File: src/ihb_regs.svh
// Named constants for the bus cycle sequencer: status codes, counts and pin levels
`ifndef IHB_REGS_SVH
`define IHB_REGS_SVH

// Bus cycle status codes presented on the three status pins
`define IHB_STAT_INTACK    3'h0
`define IHB_STAT_RD_IO     3'h1
`define IHB_STAT_WR_IO     3'h2
`define IHB_STAT_HALT      3'h3
`define IHB_STAT_PREFETCH  3'h4
`define IHB_STAT_RD_MEM    3'h5
`define IHB_STAT_WR_MEM    3'h6
`define IHB_STAT_PASSIVE   3'h7

// Idle bus states spent in halt before the powerdown/idle pin park
`define IHB_HALT_SETTLE    3'h3

// Upper nibble driven in halt when the previous cycle left bit 3 set
`define IHB_HALT_NIBBLE    4'h8
`define IHB_NIBBLE_ZERO    4'h0
`define IHB_NIBBLE_MSB     3

// Reset values and byte lane boundaries
`define IHB_AD_ZERO        16'h0000
`define IHB_AD_ALL         16'hffff
`define IHB_AD_LOW_ONLY    16'h00ff
`define IHB_BYTE_ZERO      8'h00
`define IHB_VEC_LSB        0
`define IHB_VEC_MSB        7
`define IHB_ADDR_NIB_LSB   16
`define IHB_ADDR_BYTE_LSB  8

`endif

File: src/ihb_pkg.sv
// Types shared by the bus cycle sequencer and its helpers
package ihb_pkg;

   // Kind of bus cycle the core asks for
   typedef enum logic [2:0] {
      IHB_RD_IO    = 3'h0,
      IHB_PREFETCH = 3'h1,
      IHB_RD_MEM   = 3'h2,
      IHB_WR_IO    = 3'h3,
      IHB_WR_MEM   = 3'h4,
      IHB_INTACK   = 3'h5,
      IHB_HALT     = 3'h6,
      IHB_REFRESH  = 3'h7
   } ihb_kind_type;

   // Bus T-states; Gray steps along idle, T1, T2, T3, T4
   typedef enum logic [2:0] {
      IHB_TI   = 3'h0,
      IHB_T1   = 3'h1,
      IHB_T2   = 3'h3,
      IHB_T3   = 3'h2,
      IHB_T4   = 3'h6,
      IHB_TW   = 3'h7,
      IHB_HLT  = 3'h4,
      IHB_HOLD = 3'h5
   } ihb_state_type;

endpackage

File: src/ihb_cs_if.sv
// Signals between the sequencer and the chip-select unit
`timescale 1ns/100ps
interface ihb_cs_if #(parameter int ADDR_W = 20);
   logic [ADDR_W-1:0] addr;
   logic              mem_cycle;
   logic              cycle_active;
   logic              inhibit;
   logic              select_n;

   modport seq (output addr, output mem_cycle, output cycle_active, output inhibit,
                input select_n);
   modport cs  (input addr, input mem_cycle, input cycle_active, input inhibit,
                output select_n);
endinterface

File: src/ihb_sync.sv
// Two-flop synchroniser for pin inputs
`timescale 1ns/100ps
module ihb_sync #(
   parameter int WIDTH = 1
) (
   // Clock and reset
   input  wire logic             clk_i,
   input  wire logic             reset_i,
   // Asynchronous in, synchronised out
   input  wire logic [WIDTH-1:0] async_i,
   output logic      [WIDTH-1:0] sync_o
);
   logic [WIDTH-1:0] stage1;

   // First stage feeds only the second stage
   always_ff @(posedge clk_i) begin
      if (reset_i) begin
         stage1 <= '0;
         sync_o <= '0;
      end else begin
         stage1 <= async_i;
         sync_o <= stage1;
      end
   end
endmodule

File: src/ihb_chip_select.sv
// Low memory chip-select, kept quiet in halt and acknowledge cycles
`timescale 1ns/100ps
module ihb_chip_select #(
   parameter int        ADDR_W    = 20,
   parameter bit [19:0] LOW_LIMIT = 20'h04000
) (
   // Sequencer side
   ihb_cs_if.cs cs_bus
);
   logic in_range;

   // Window decode of the low memory block
   assign in_range = (cs_bus.addr < LOW_LIMIT[ADDR_W-1:0]);

   assign cs_bus.select_n = !(cs_bus.cycle_active && cs_bus.mem_cycle && in_range
                              && !cs_bus.inhibit);
endmodule

File: src/ihb_bus_unit.sv
// Bus cycle sequencer: write, interrupt acknowledge and halt cycles
// Operation
// - Wait states stretch write cycle and strobe; recovery and hold stay fixed.
// - Interrupt acknowledge runs as two back-to-back read-shaped cycles.
// - Bus lock asserted across both acknowledge cycles.
// - Acknowledge strobe replaces read strobe in acknowledge cycles.
// - Second acknowledge captures vector from low byte lanes only.
// - In acknowledge, bits 15:13 carry cascade address, bits 12:8 float.
// - Cascade mode with control block at zero ignores external ready in acknowledge cycles.
// - Latch pulse in both acknowledge cycles, but no valid address.
// - During acknowledge latch pulse, AD lanes float; top nibble drives zero, address byte drives.
// - Halt suspends execution and runs one halt bus cycle.
// - Bus stays halted until interrupt; hold or refresh wake unless powerdown.
// - Halt T1 floats or drives the bus per previous cycle; floats after prefetch.
// - Halt right after a write keeps driving the bus during T1.
// - Top nibble keeps previous value in halt T1, then shows 8H if bit 3 was set, else zero.
// - Halt pin behaviour is the same for the same instruction sequence.
// - Chip-selects stay inactive in halt; external decoders disabled too.
// - Powerdown or idle halt parks pins low, controls inactive, byte-high one.
// - Plain halt floats bus, drives address byte, nibble 8H or zero.
// - Refresh or hold leaves halt briefly only in active or idle mode.
// - Returning to halt regenerates neither latch pulse nor halt status.
`timescale 1ns/100ps
`include "ihb_regs.svh"
module ihb_bus_unit #(
   parameter int        ADDR_W    = 20,
   parameter int        DATA_W    = 16,
   parameter bit [19:0] LOW_LIMIT = 20'h04000
) (
   // Clock and reset
   input  wire logic                 clk_i,
   input  wire logic                 reset_i,
   // Core request and answer
   input  wire logic                 req_valid_i,
   input  wire ihb_pkg::ihb_kind_type req_kind_i,
   input  wire logic [ADDR_W-1:0]    req_addr_i,
   input  wire logic [DATA_W-1:0]    req_wdata_i,
   input  wire logic                 req_byte_high_i,
   output logic                      req_ready_o,
   output logic                      done_o,
   output logic [DATA_W-1:0]         rdata_o,
   output logic [7:0]                vector_o,
   output logic                      vector_valid_o,
   output logic                      halted_o,
   // Wakeup sources
   input  wire logic                 irq_i,
   input  wire logic                 refresh_req_i,
   input  wire logic [ADDR_W-1:0]    refresh_addr_i,
   input  wire logic                 hold_req_i,
   output logic                      hold_ack_o,
   // Configuration
   input  wire logic                 bus16_i,
   input  wire logic                 powerdown_en_i,
   input  wire logic                 idle_en_i,
   input  wire logic                 cascade_mode_i,
   input  wire logic                 pcb_at_zero_i,
   // Bus pins
   input  wire logic [DATA_W-1:0]    muxed_addr_data_i,
   output logic [DATA_W-1:0]         muxed_addr_data_o,
   output logic [DATA_W-1:0]         muxed_addr_data_oe_o,
   output logic [3:0]                upper_addr_status_o,
   output logic [7:0]                upper_addr_byte_o,
   output logic [2:0]                cycle_status_o,
   output logic                      ale_o,
   output logic                      rd_n_o,
   output logic                      wr_n_o,
   output logic                      int_ack_strobe_n_o,
   output logic                      data_enable_n_o,
   output logic                      data_direction_o,
   output logic                      lock_n_o,
   output logic                      byte_high_enable_n_o,
   output logic                      refresh_flag_n_o,
   output logic                      low_mem_select_n_o,
   input  wire logic                 bus_ready_i
);
   import ihb_pkg::*;

   ihb_state_type     state;
   ihb_state_type     next_state;
   ihb_kind_type      kind;
   ihb_kind_type      next_kind;
   logic [ADDR_W-1:0] addr_q;
   logic [DATA_W-1:0] wdata_q;
   logic [DATA_W-1:0] ad_q;
   logic [3:0]        nibble_q;
   logic              bhe_n_q;
   logic              last_write;
   logic              ack_second;
   logic              halted;
   logic [2:0]        halt_cnt;
   logic              ready_sync;
   logic              hold_sync;
   logic [DATA_W-1:0] ad_sync;

   ihb_cs_if #(.ADDR_W(ADDR_W)) cs_bus ();

   // Pin inputs cross through two flops before any decode
   ihb_sync #(.WIDTH(2)) u_ctl_sync (
      .clk_i   (clk_i),
      .reset_i (reset_i),
      .async_i ({bus_ready_i, hold_req_i}),
      .sync_o  ({ready_sync, hold_sync})
   );
   ihb_sync #(.WIDTH(DATA_W)) u_data_sync (
      .clk_i   (clk_i),
      .reset_i (reset_i),
      .async_i (muxed_addr_data_i),
      .sync_o  (ad_sync)
   );

   // Status code of a cycle kind, used only for the status pins
   function automatic logic [2:0] status_of(input ihb_kind_type k);
      case (k)
         IHB_RD_IO:    status_of = `IHB_STAT_RD_IO;
         IHB_PREFETCH: status_of = `IHB_STAT_PREFETCH;
         IHB_RD_MEM:   status_of = `IHB_STAT_RD_MEM;
         IHB_REFRESH:  status_of = `IHB_STAT_RD_MEM;
         IHB_WR_IO:    status_of = `IHB_STAT_WR_IO;
         IHB_WR_MEM:   status_of = `IHB_STAT_WR_MEM;
         IHB_INTACK:   status_of = `IHB_STAT_INTACK;
         IHB_HALT:     status_of = `IHB_STAT_HALT;
         default:      status_of = `IHB_STAT_PASSIVE;
      endcase
   endfunction

   // Cycle classification
   logic is_write;
   logic is_read;
   logic is_ack;
   logic is_halt;
   logic is_io;
   logic in_cycle;
   logic strobe_phase;
   logic low_power;
   logic parked;
   logic wake_ok;
   logic ready_go;
   logic [DATA_W-1:0] lane_mask;

   assign is_write     = (kind == IHB_WR_IO) || (kind == IHB_WR_MEM);
   assign is_ack       = (kind == IHB_INTACK);
   assign is_halt      = (kind == IHB_HALT);
   assign is_io        = (kind == IHB_RD_IO) || (kind == IHB_WR_IO);
   assign is_read      = !is_write && !is_ack && !is_halt;
   assign in_cycle     = (state == IHB_T1) || (state == IHB_T2) || (state == IHB_T3)
                         || (state == IHB_TW) || (state == IHB_T4);
   assign strobe_phase = (state == IHB_T2) || (state == IHB_T3) || (state == IHB_TW);
   assign low_power    = powerdown_en_i || idle_en_i;
   assign parked       = (state == IHB_HLT) && low_power && (halt_cnt == `IHB_HALT_SETTLE);
   assign wake_ok      = !powerdown_en_i;
   assign ready_go     = ready_sync || (is_ack && cascade_mode_i && pcb_at_zero_i);
   assign lane_mask    = bus16_i ? `IHB_AD_ALL : `IHB_AD_LOW_ONLY;

   // Next state and cycle kind
   always_comb begin
      next_state = state;
      next_kind  = kind;
      case (state)
         IHB_TI: begin
            if (refresh_req_i) begin
               next_state = IHB_T1;
               next_kind  = IHB_REFRESH;
            end else if (req_valid_i) begin
               next_state = IHB_T1;
               next_kind  = req_kind_i;
            end
         end
         IHB_T1: begin
            next_state = is_halt ? IHB_HLT : IHB_T2;
         end
         IHB_T2: next_state = IHB_T3;
         IHB_T3, IHB_TW: next_state = ready_go ? IHB_T4 : IHB_TW;
         IHB_T4: begin
            if (is_ack && !ack_second) begin
               next_state = IHB_T1;
            end else if (halted) begin
               // back to halt, no new halt cycle
               next_state = IHB_HLT;
            end else begin
               next_state = IHB_TI;
            end
         end
         IHB_HLT: begin
            if (irq_i) begin
               next_state = IHB_TI;
            end else if (wake_ok && hold_sync) begin
               next_state = IHB_HOLD;
            end else if (wake_ok && refresh_req_i) begin
               next_state = IHB_T1;
               next_kind  = IHB_REFRESH;
            end
         end
         IHB_HOLD: begin
            if (!hold_sync) begin
               next_state = IHB_HLT;
            end
         end
         default: next_state = IHB_TI;
      endcase
   end

   // State, cycle kind and halt bookkeeping
   always_ff @(posedge clk_i) begin
      if (reset_i) begin
         state      <= IHB_TI;
         kind       <= IHB_PREFETCH;
         halted     <= 1'b0;
         ack_second <= 1'b0;
         halt_cnt   <= '0;
      end else begin
         state <= next_state;
         kind  <= next_kind;
         if (state == IHB_TI && next_state == IHB_T1 && next_kind == IHB_HALT) begin
            halted <= 1'b1;
         end else if (state == IHB_HLT && irq_i) begin
            halted <= 1'b0;
         end
         if (state == IHB_T4 && is_ack) begin
            ack_second <= !ack_second;
         end
         if (state != IHB_HLT) begin
            halt_cnt <= '0;
         end else if (halt_cnt != `IHB_HALT_SETTLE) begin
            halt_cnt <= halt_cnt + 3'h1;
         end
      end
   end

   // Request latches and last-driven bus values
   always_ff @(posedge clk_i) begin
      if (reset_i) begin
         addr_q     <= '0;
         wdata_q    <= '0;
         ad_q       <= `IHB_AD_ZERO;
         nibble_q   <= `IHB_NIBBLE_ZERO;
         bhe_n_q    <= 1'b1;
         last_write <= 1'b0;
      end else begin
         if (state == IHB_TI && next_state == IHB_T1) begin
            addr_q  <= (next_kind == IHB_REFRESH) ? refresh_addr_i : req_addr_i;
            wdata_q <= req_wdata_i;
            bhe_n_q <= (next_kind == IHB_REFRESH) ? 1'b1 : !req_byte_high_i;
         end else if (state == IHB_HLT && next_state == IHB_T1) begin
            addr_q  <= refresh_addr_i;
            bhe_n_q <= 1'b1;
         end
         if (muxed_addr_data_oe_o != `IHB_AD_ZERO) begin
            ad_q <= muxed_addr_data_o;
         end
         // nibble remembered from last real cycle
         if (state == IHB_T1 && !is_halt) begin
            nibble_q <= upper_addr_status_o;
         end
         if (state == IHB_T4) begin
            last_write <= is_write;
         end
      end
   end

   // Read data, vector and completion pulses
   always_ff @(posedge clk_i) begin
      if (reset_i) begin
         rdata_o        <= '0;
         vector_o       <= `IHB_BYTE_ZERO;
         vector_valid_o <= 1'b0;
         done_o         <= 1'b0;
      end else begin
         vector_valid_o <= 1'b0;
         done_o         <= 1'b0;
         if (state == IHB_T4 && is_read && kind != IHB_REFRESH) begin
            rdata_o <= ad_sync;
         end
         if (state == IHB_T4 && is_ack && ack_second) begin
            vector_o       <= ad_sync[`IHB_VEC_MSB:`IHB_VEC_LSB];
            vector_valid_o <= 1'b1;
         end
         if (state == IHB_T4 && kind != IHB_REFRESH && !(is_ack && !ack_second)) begin
            done_o <= 1'b1;
         end
         if (state == IHB_T1 && is_halt) begin
            done_o <= 1'b1;
         end
      end
   end

   // Core handshake and suspension
   assign req_ready_o = (state == IHB_TI) && !halted && !refresh_req_i;
   assign halted_o    = halted;
   assign hold_ack_o  = (state == IHB_HOLD);

   assign ale_o          = (state == IHB_T1);
   assign cycle_status_o = ((state == IHB_T1) || (state == IHB_T2)) ? status_of(kind)
                           : `IHB_STAT_PASSIVE;

   assign rd_n_o             = !(strobe_phase && is_read);
   assign int_ack_strobe_n_o = !(strobe_phase && is_ack);
   // strobe rises at T4 regardless of waits
   assign wr_n_o             = !(strobe_phase && is_write);
   assign data_enable_n_o    = !(in_cycle && !is_halt && (strobe_phase
                                 || (state == IHB_T4 && is_write)));
   assign data_direction_o   = !(in_cycle && (is_read || is_ack));
   assign lock_n_o           = !(in_cycle && is_ack);

   // Address/data drive and float
   always_comb begin
      muxed_addr_data_o    = ad_q;
      muxed_addr_data_oe_o = `IHB_AD_ZERO;
      case (state)
         IHB_T1: begin
            if (is_ack) begin
               muxed_addr_data_oe_o = `IHB_AD_ZERO;
            end else if (is_halt) begin
               // depends only on the last cycle
               muxed_addr_data_oe_o = last_write ? lane_mask : `IHB_AD_ZERO;
            end else begin
               muxed_addr_data_o    = addr_q[DATA_W-1:0];
               muxed_addr_data_oe_o = lane_mask;
            end
         end
         IHB_T2, IHB_T3, IHB_TW, IHB_T4: begin
            // acknowledge cycles leave upper lanes floating
            if (is_write) begin
               muxed_addr_data_o    = wdata_q;
               muxed_addr_data_oe_o = lane_mask;
            end
         end
         IHB_TI: begin
            muxed_addr_data_oe_o = last_write ? lane_mask : `IHB_AD_ZERO;
         end
         IHB_HLT: begin
            muxed_addr_data_o    = `IHB_AD_ZERO;
            muxed_addr_data_oe_o = parked ? lane_mask : `IHB_AD_ZERO;
         end
         default: muxed_addr_data_oe_o = `IHB_AD_ZERO;
      endcase
   end

   // Upper address pins, byte-high enable and refresh flag
   logic [3:0] nibble_addr;
   logic [3:0] halt_nibble;

   assign nibble_addr = (is_io || is_ack) ? `IHB_NIBBLE_ZERO
                        : addr_q[`IHB_ADDR_NIB_LSB +: 4];
   assign halt_nibble = nibble_q[`IHB_NIBBLE_MSB] ? `IHB_HALT_NIBBLE : `IHB_NIBBLE_ZERO;

   assign upper_addr_status_o  = (in_cycle && !is_halt) ? nibble_addr
                                 : (parked ? `IHB_NIBBLE_ZERO
                                 : ((state == IHB_HLT) ? halt_nibble : nibble_q));
   assign upper_addr_byte_o    = parked ? `IHB_BYTE_ZERO
                                 : addr_q[`IHB_ADDR_BYTE_LSB +: 8];
   assign byte_high_enable_n_o = parked ? 1'b1 : bhe_n_q;
   assign refresh_flag_n_o     = !(in_cycle && kind == IHB_REFRESH && !bus16_i);

   // Chip-select unit
   assign cs_bus.addr         = addr_q;
   assign cs_bus.mem_cycle    = (kind == IHB_RD_MEM) || (kind == IHB_WR_MEM)
                                || (kind == IHB_PREFETCH);
   assign cs_bus.cycle_active = in_cycle;
   assign cs_bus.inhibit      = is_halt || is_ack || (state == IHB_HLT);
   assign low_mem_select_n_o  = cs_bus.select_n;

   ihb_chip_select #(
      .ADDR_W    (ADDR_W),
      .LOW_LIMIT (LOW_LIMIT)
   ) u_cs (
      .cs_bus (cs_bus.cs)
   );

endmodule

File: config.mk
export PLATFORM = sky130hd
export DESIGN_NAME = ihb_bus_unit
export DESIGN_NICKNAME = d
export VERILOG_FILES = /design/src/ihb_pkg.sv /design/src/ihb_cs_if.sv /design/src/ihb_sync.sv /design/src/ihb_chip_select.sv /design/src/ihb_bus_unit.sv
export VERILOG_INCLUDE_DIRS = /design/src
export SDC_FILE = /design/constraint.sdc
export NUM_CORES = 1
export LEC_CHECK = 0
export ABC_AREA = 1
export BUFFER_PORTS_ARGS = -buffer_cell sky130_fd_sc_hd__buf_4
export CAP_MARGIN = 10
export CORE_MARGIN = 1
export CORE_UTILIZATION = 35
export CTS_BUF_LIST = sky130_fd_sc_hd__clkbuf_8
export CTS_CLUSTER_SIZE = 20
export DETAILED_ROUTE_END_ITERATION = 16
export PLACE_DENSITY = 0.68
export SLEW_MARGIN = 25
export SYNTH_ARGS = -nofsm -noshare
export SYNTH_HDL_FRONTEND = slang
export SYNTH_SLANG_ARGS = --single-unit
File: constraint.sdc
create_clock -name clk_i -period 2.3 [get_ports clk_i]
set_input_delay 0.23 -clock clk_i [delete_from_list [all_inputs] [get_ports clk_i]]
set_output_delay 0.23 -clock clk_i [all_outputs]
set_load 0.1 [all_outputs]
==> results.yml <==
run_status:
  status: "finished clean"
global_route:
  grt_pass1_vias: 5508
  grt_first_pass_wirelength_um: 27770
  grt_max_degree: 41
  antenna_found_initial: 1
  overflow: 0
  grtUsageTotal_pct: 20.18
worst_hold_path:
  hold_depth: 3
  worstHoldPathType: "input pin to flop"
floorplanning:
  dieArea_mm2: 0.01738
  core_mm2: 0.01652
  chipHeight_um: 131.8
  start_util_pct: 35.71
  rows: 47
  die_w_um: 131.8
  top_level_ports: 174
cells_and_area:
  n_antenna_cell: 0
  layout_common_cells: "buf_4 (180), nor2_1 (150), dfxtp_1 (126)"
  syn_to_final_growth_pct: 54.20
  multiInputGateArea_mm2: 0.002815
  layout.nets: 1146
  fillers: 1541
  regArea_mm2: 0.002698
  layout-drive-gt1-share_pct: 33.33
  layout_commonest_cell: "buf_4"
  final_area_mm2: 0.009099
clock_tree:
  cts_buffer_depth: 2
  clock-root-buffer: "clkbuf_8"
  path_clk_slew_ns: 0.09
  clk_latency_ns: 0.44
  clock-sinks: 134
  cts_made_buffers: 17
  tritoncts: "done"
  h-tree-depth: 4
route:
  wl_um: 18000
  firstDrtPassIters: 5
  drtAntennaViolNets: 0
  drt_iter0_markers: 293
  vias_per_cell: 4.672
  vias: 6017
  highest_layer: "met5"
  wl_met3_um: 1164
  drc: 0
  dr_wl_met2_um: 8313
  wl_per_cell_um: 13.98
  wl_met1_um: 8172
timing:
  maxSlewViolCount: 0
  hold_violations: 0
  rsz0062_at_grt: "true"
  tightest_slew_ns: 0.5703
  max_slew_margin_pct: 61.94
  skew_ns: 0.01110
  fmax_mhz: 435.5
  fin_crit_sh_pct: 99.84
  fin_crit_ns: 2.296
  setup_violations: 0
logic_synthesis:
  syn_inst: 844
  synth_cell_types: 33
  synth_nets: 935
  synth_area_mm2: 0.005901
  synth_seq_cells: 134
  syn_area_per_cell_um2: 6.991
  ys_seq_area_share_pct: 45.46
  ys_warn_count: 0
worst_setup_path:
  crit_arrival_ns: 2.07
  cp_cell_sequence: "buf_6 -> nor2_4 -> nand2_4 -> inv_4 -> nor2_4 -> o22ai_4 -> clkbuf_16 -> o21ai_2 -> nand3_2 -> buf_12"
  crit_path_max_fanout: 8
  critPathMaxStageDelay_ns: 0.35
  cp-end-kind: "output pin"
  reg2reg_depth: 12
  crit_top_cell: "nor2_4"
  crit_path_start_kind: "flop"
  critPathSlowestCell: "dfxtp_2"
  required_ns: 2.07
  critPathKind: "flop to output pin"
placement:
  postPlaceCellArea_mm2: 0.007609
  port-buffer-count: 173
  place.gp.congestion: 0.8701
  hpwlAfterDp_um: 12360
flow_run:
  drv_cap: 0
[registers in the layout (all words and copies together), names as in the netlist, 2 cells and up, named ones only]
name,count
u_data_sync.stage1,16
u_ctl_sync.stage1,2
nibble_q,4
halt_cnt,3
state,3
vector_o,8
u_data_sync.sync_o,16
addr_q,20
u_ctl_sync.sync_o,2
wdata_q,16
rdata_o,16
ad_q,16
kind,3
[kinds of logic after synthesis]
| logic type | after synthesis | synth area share (%) |
|---|---|---|
| AND/OR/NAND/NOR | 394 | 28.99 |
| buffers and inverters | 180 | 12.98 |
| flip-flops | 134 | 45.46 |
| AO/OA/AOI/OAI | 131 | 11.64 |
| adder cells (fa/ha/maj) | 3 | 0.6362 |
| XOR/XNOR | 2 | 0.2969 |
[layer usage]
layer / global-route usage (%) / up-vias
met2: 31.86 / 185
met5: 0 / -
met1: 25.48 / 2711
met3: 6.498 / 30
met4: 7.881 / 2
li1: - / 3089
[worst max-delay path: cells and delay by family, from the launching register on]
family | cells | cell delay (ns)
flip-flops | 1 | 0.35
AO/OA/AOI/OAI | 2 | 0.27
AND/OR/NAND/NOR | 4 | 0.38
buffers and inverters | 4 | 0.61
[synthesized netlist by cell type]
| library cell | count | area, um^2 |
|---|---|---|
| o22ai_2 | 1 | 12.51 |
| o21ai_0 | 64 | 320.3 |
| xor2_1 | 1 | 8.760 |
| buf_1 | 1 | 3.750 |
| o311ai_0 | 1 | 8.760 |
| nor2_1 | 163 | 611.8 |
| buf_4 | 18 | 135.1 |
| buf_6 | 1 | 11.26 |
| nor3_1 | 2 | 10.01 |
| inv_1 | 112 | 420.4 |
| clkbuf_1 | 23 | 86.33 |
| inv_2 | 12 | 45.04 |
| clkinv_1 | 1 | 3.750 |
| o31ai_1 | 5 | 37.54 |
| or2_2 | 2 | 12.51 |
| nand3_2 | 2 | 20.02 |
| ha_1 | 3 | 37.54 |
| buf_2 | 12 | 60.06 |
| nor2_2 | 3 | 18.77 |
| nand3b_1 | 2 | 15.01 |
| o211ai_1 | 2 | 15.01 |
| nand3_4 | 1 | 17.52 |
| nand2_1 | 92 | 345.3 |
| nand4_1 | 5 | 31.28 |
| nand2_2 | 2 | 12.51 |
| o21a_1 | 1 | 7.510 |
| o21ai_1 | 19 | 95.09 |
| nor2_4 | 2 | 22.52 |
| nand3_1 | 116 | 580.6 |
| a21oi_1 | 38 | 190.2 |
| and2_1 | 2 | 12.51 |
| dfxtp_1 | 134 | 2683 |
| xnor2_1 | 1 | 8.760 |
[per-stage QoR]
step           std cells  setup WS, ns  util, %  hold WS, ns  TNS [ns]
2_1_floorplan        844       -0.4698        -       0.3139    -5.794
3_3_place_gp        1213       -0.1123    46.04       0.3886   -0.7345
3_5_place_dp        1213       -0.1442    46.04       0.3916    -1.019
4_1_cts             1271     -0.007865    52.53      0.01161  -0.01140
5_1_grt             1288      -0.09283    55.06      0.01752    -2.359
6_report            1288      0.003742    55.06      0.04476         0
[path summary, 6_finish.rpt]
kind | start | endpoint | slack (ns)
max | kind[1]$_SDFF_PP0_ | muxed_addr_data_o[11] | 0.004
min | req_wdata_i[11] | wdata_q[11]$_SDFFE_PP0N_ | 0.04
max reg2reg | state[0]$_SDFF_PP0_ | addr_q[12]$_SDFFE_PP0P_ | 0.28
min reg2reg | u_data_sync.stage1[13]$_SDFF_PP0_ | u_data_sync.sync_o[13]$_SDFF_PP0_ | 0.40
[what timing repair did]
action / 4_1_cts / 5_1_grt
buffers inserted: 8 / 16
gates resized for setup: 105 / 61
hold endpoints to repair: 18 / 0
hold buffers: 18 / 0
setup endpoints to repair: 40 / 40
pin swaps: 5 / 17
gates cloned: 0 / 1
[final cells by class]
type	instances	area share [%]
multi-input combinational	530	30.94
sequential	134	29.65
timing repair buffer	247	26.43
inverter	125	5.322
tap	220	3.025
clock buffer	18	2.723
clock inverter	14	1.911
Power is left out: the tool's default activity adds up to more than one toggle a clock period on the data nets, which glitch-free logic cannot reach.
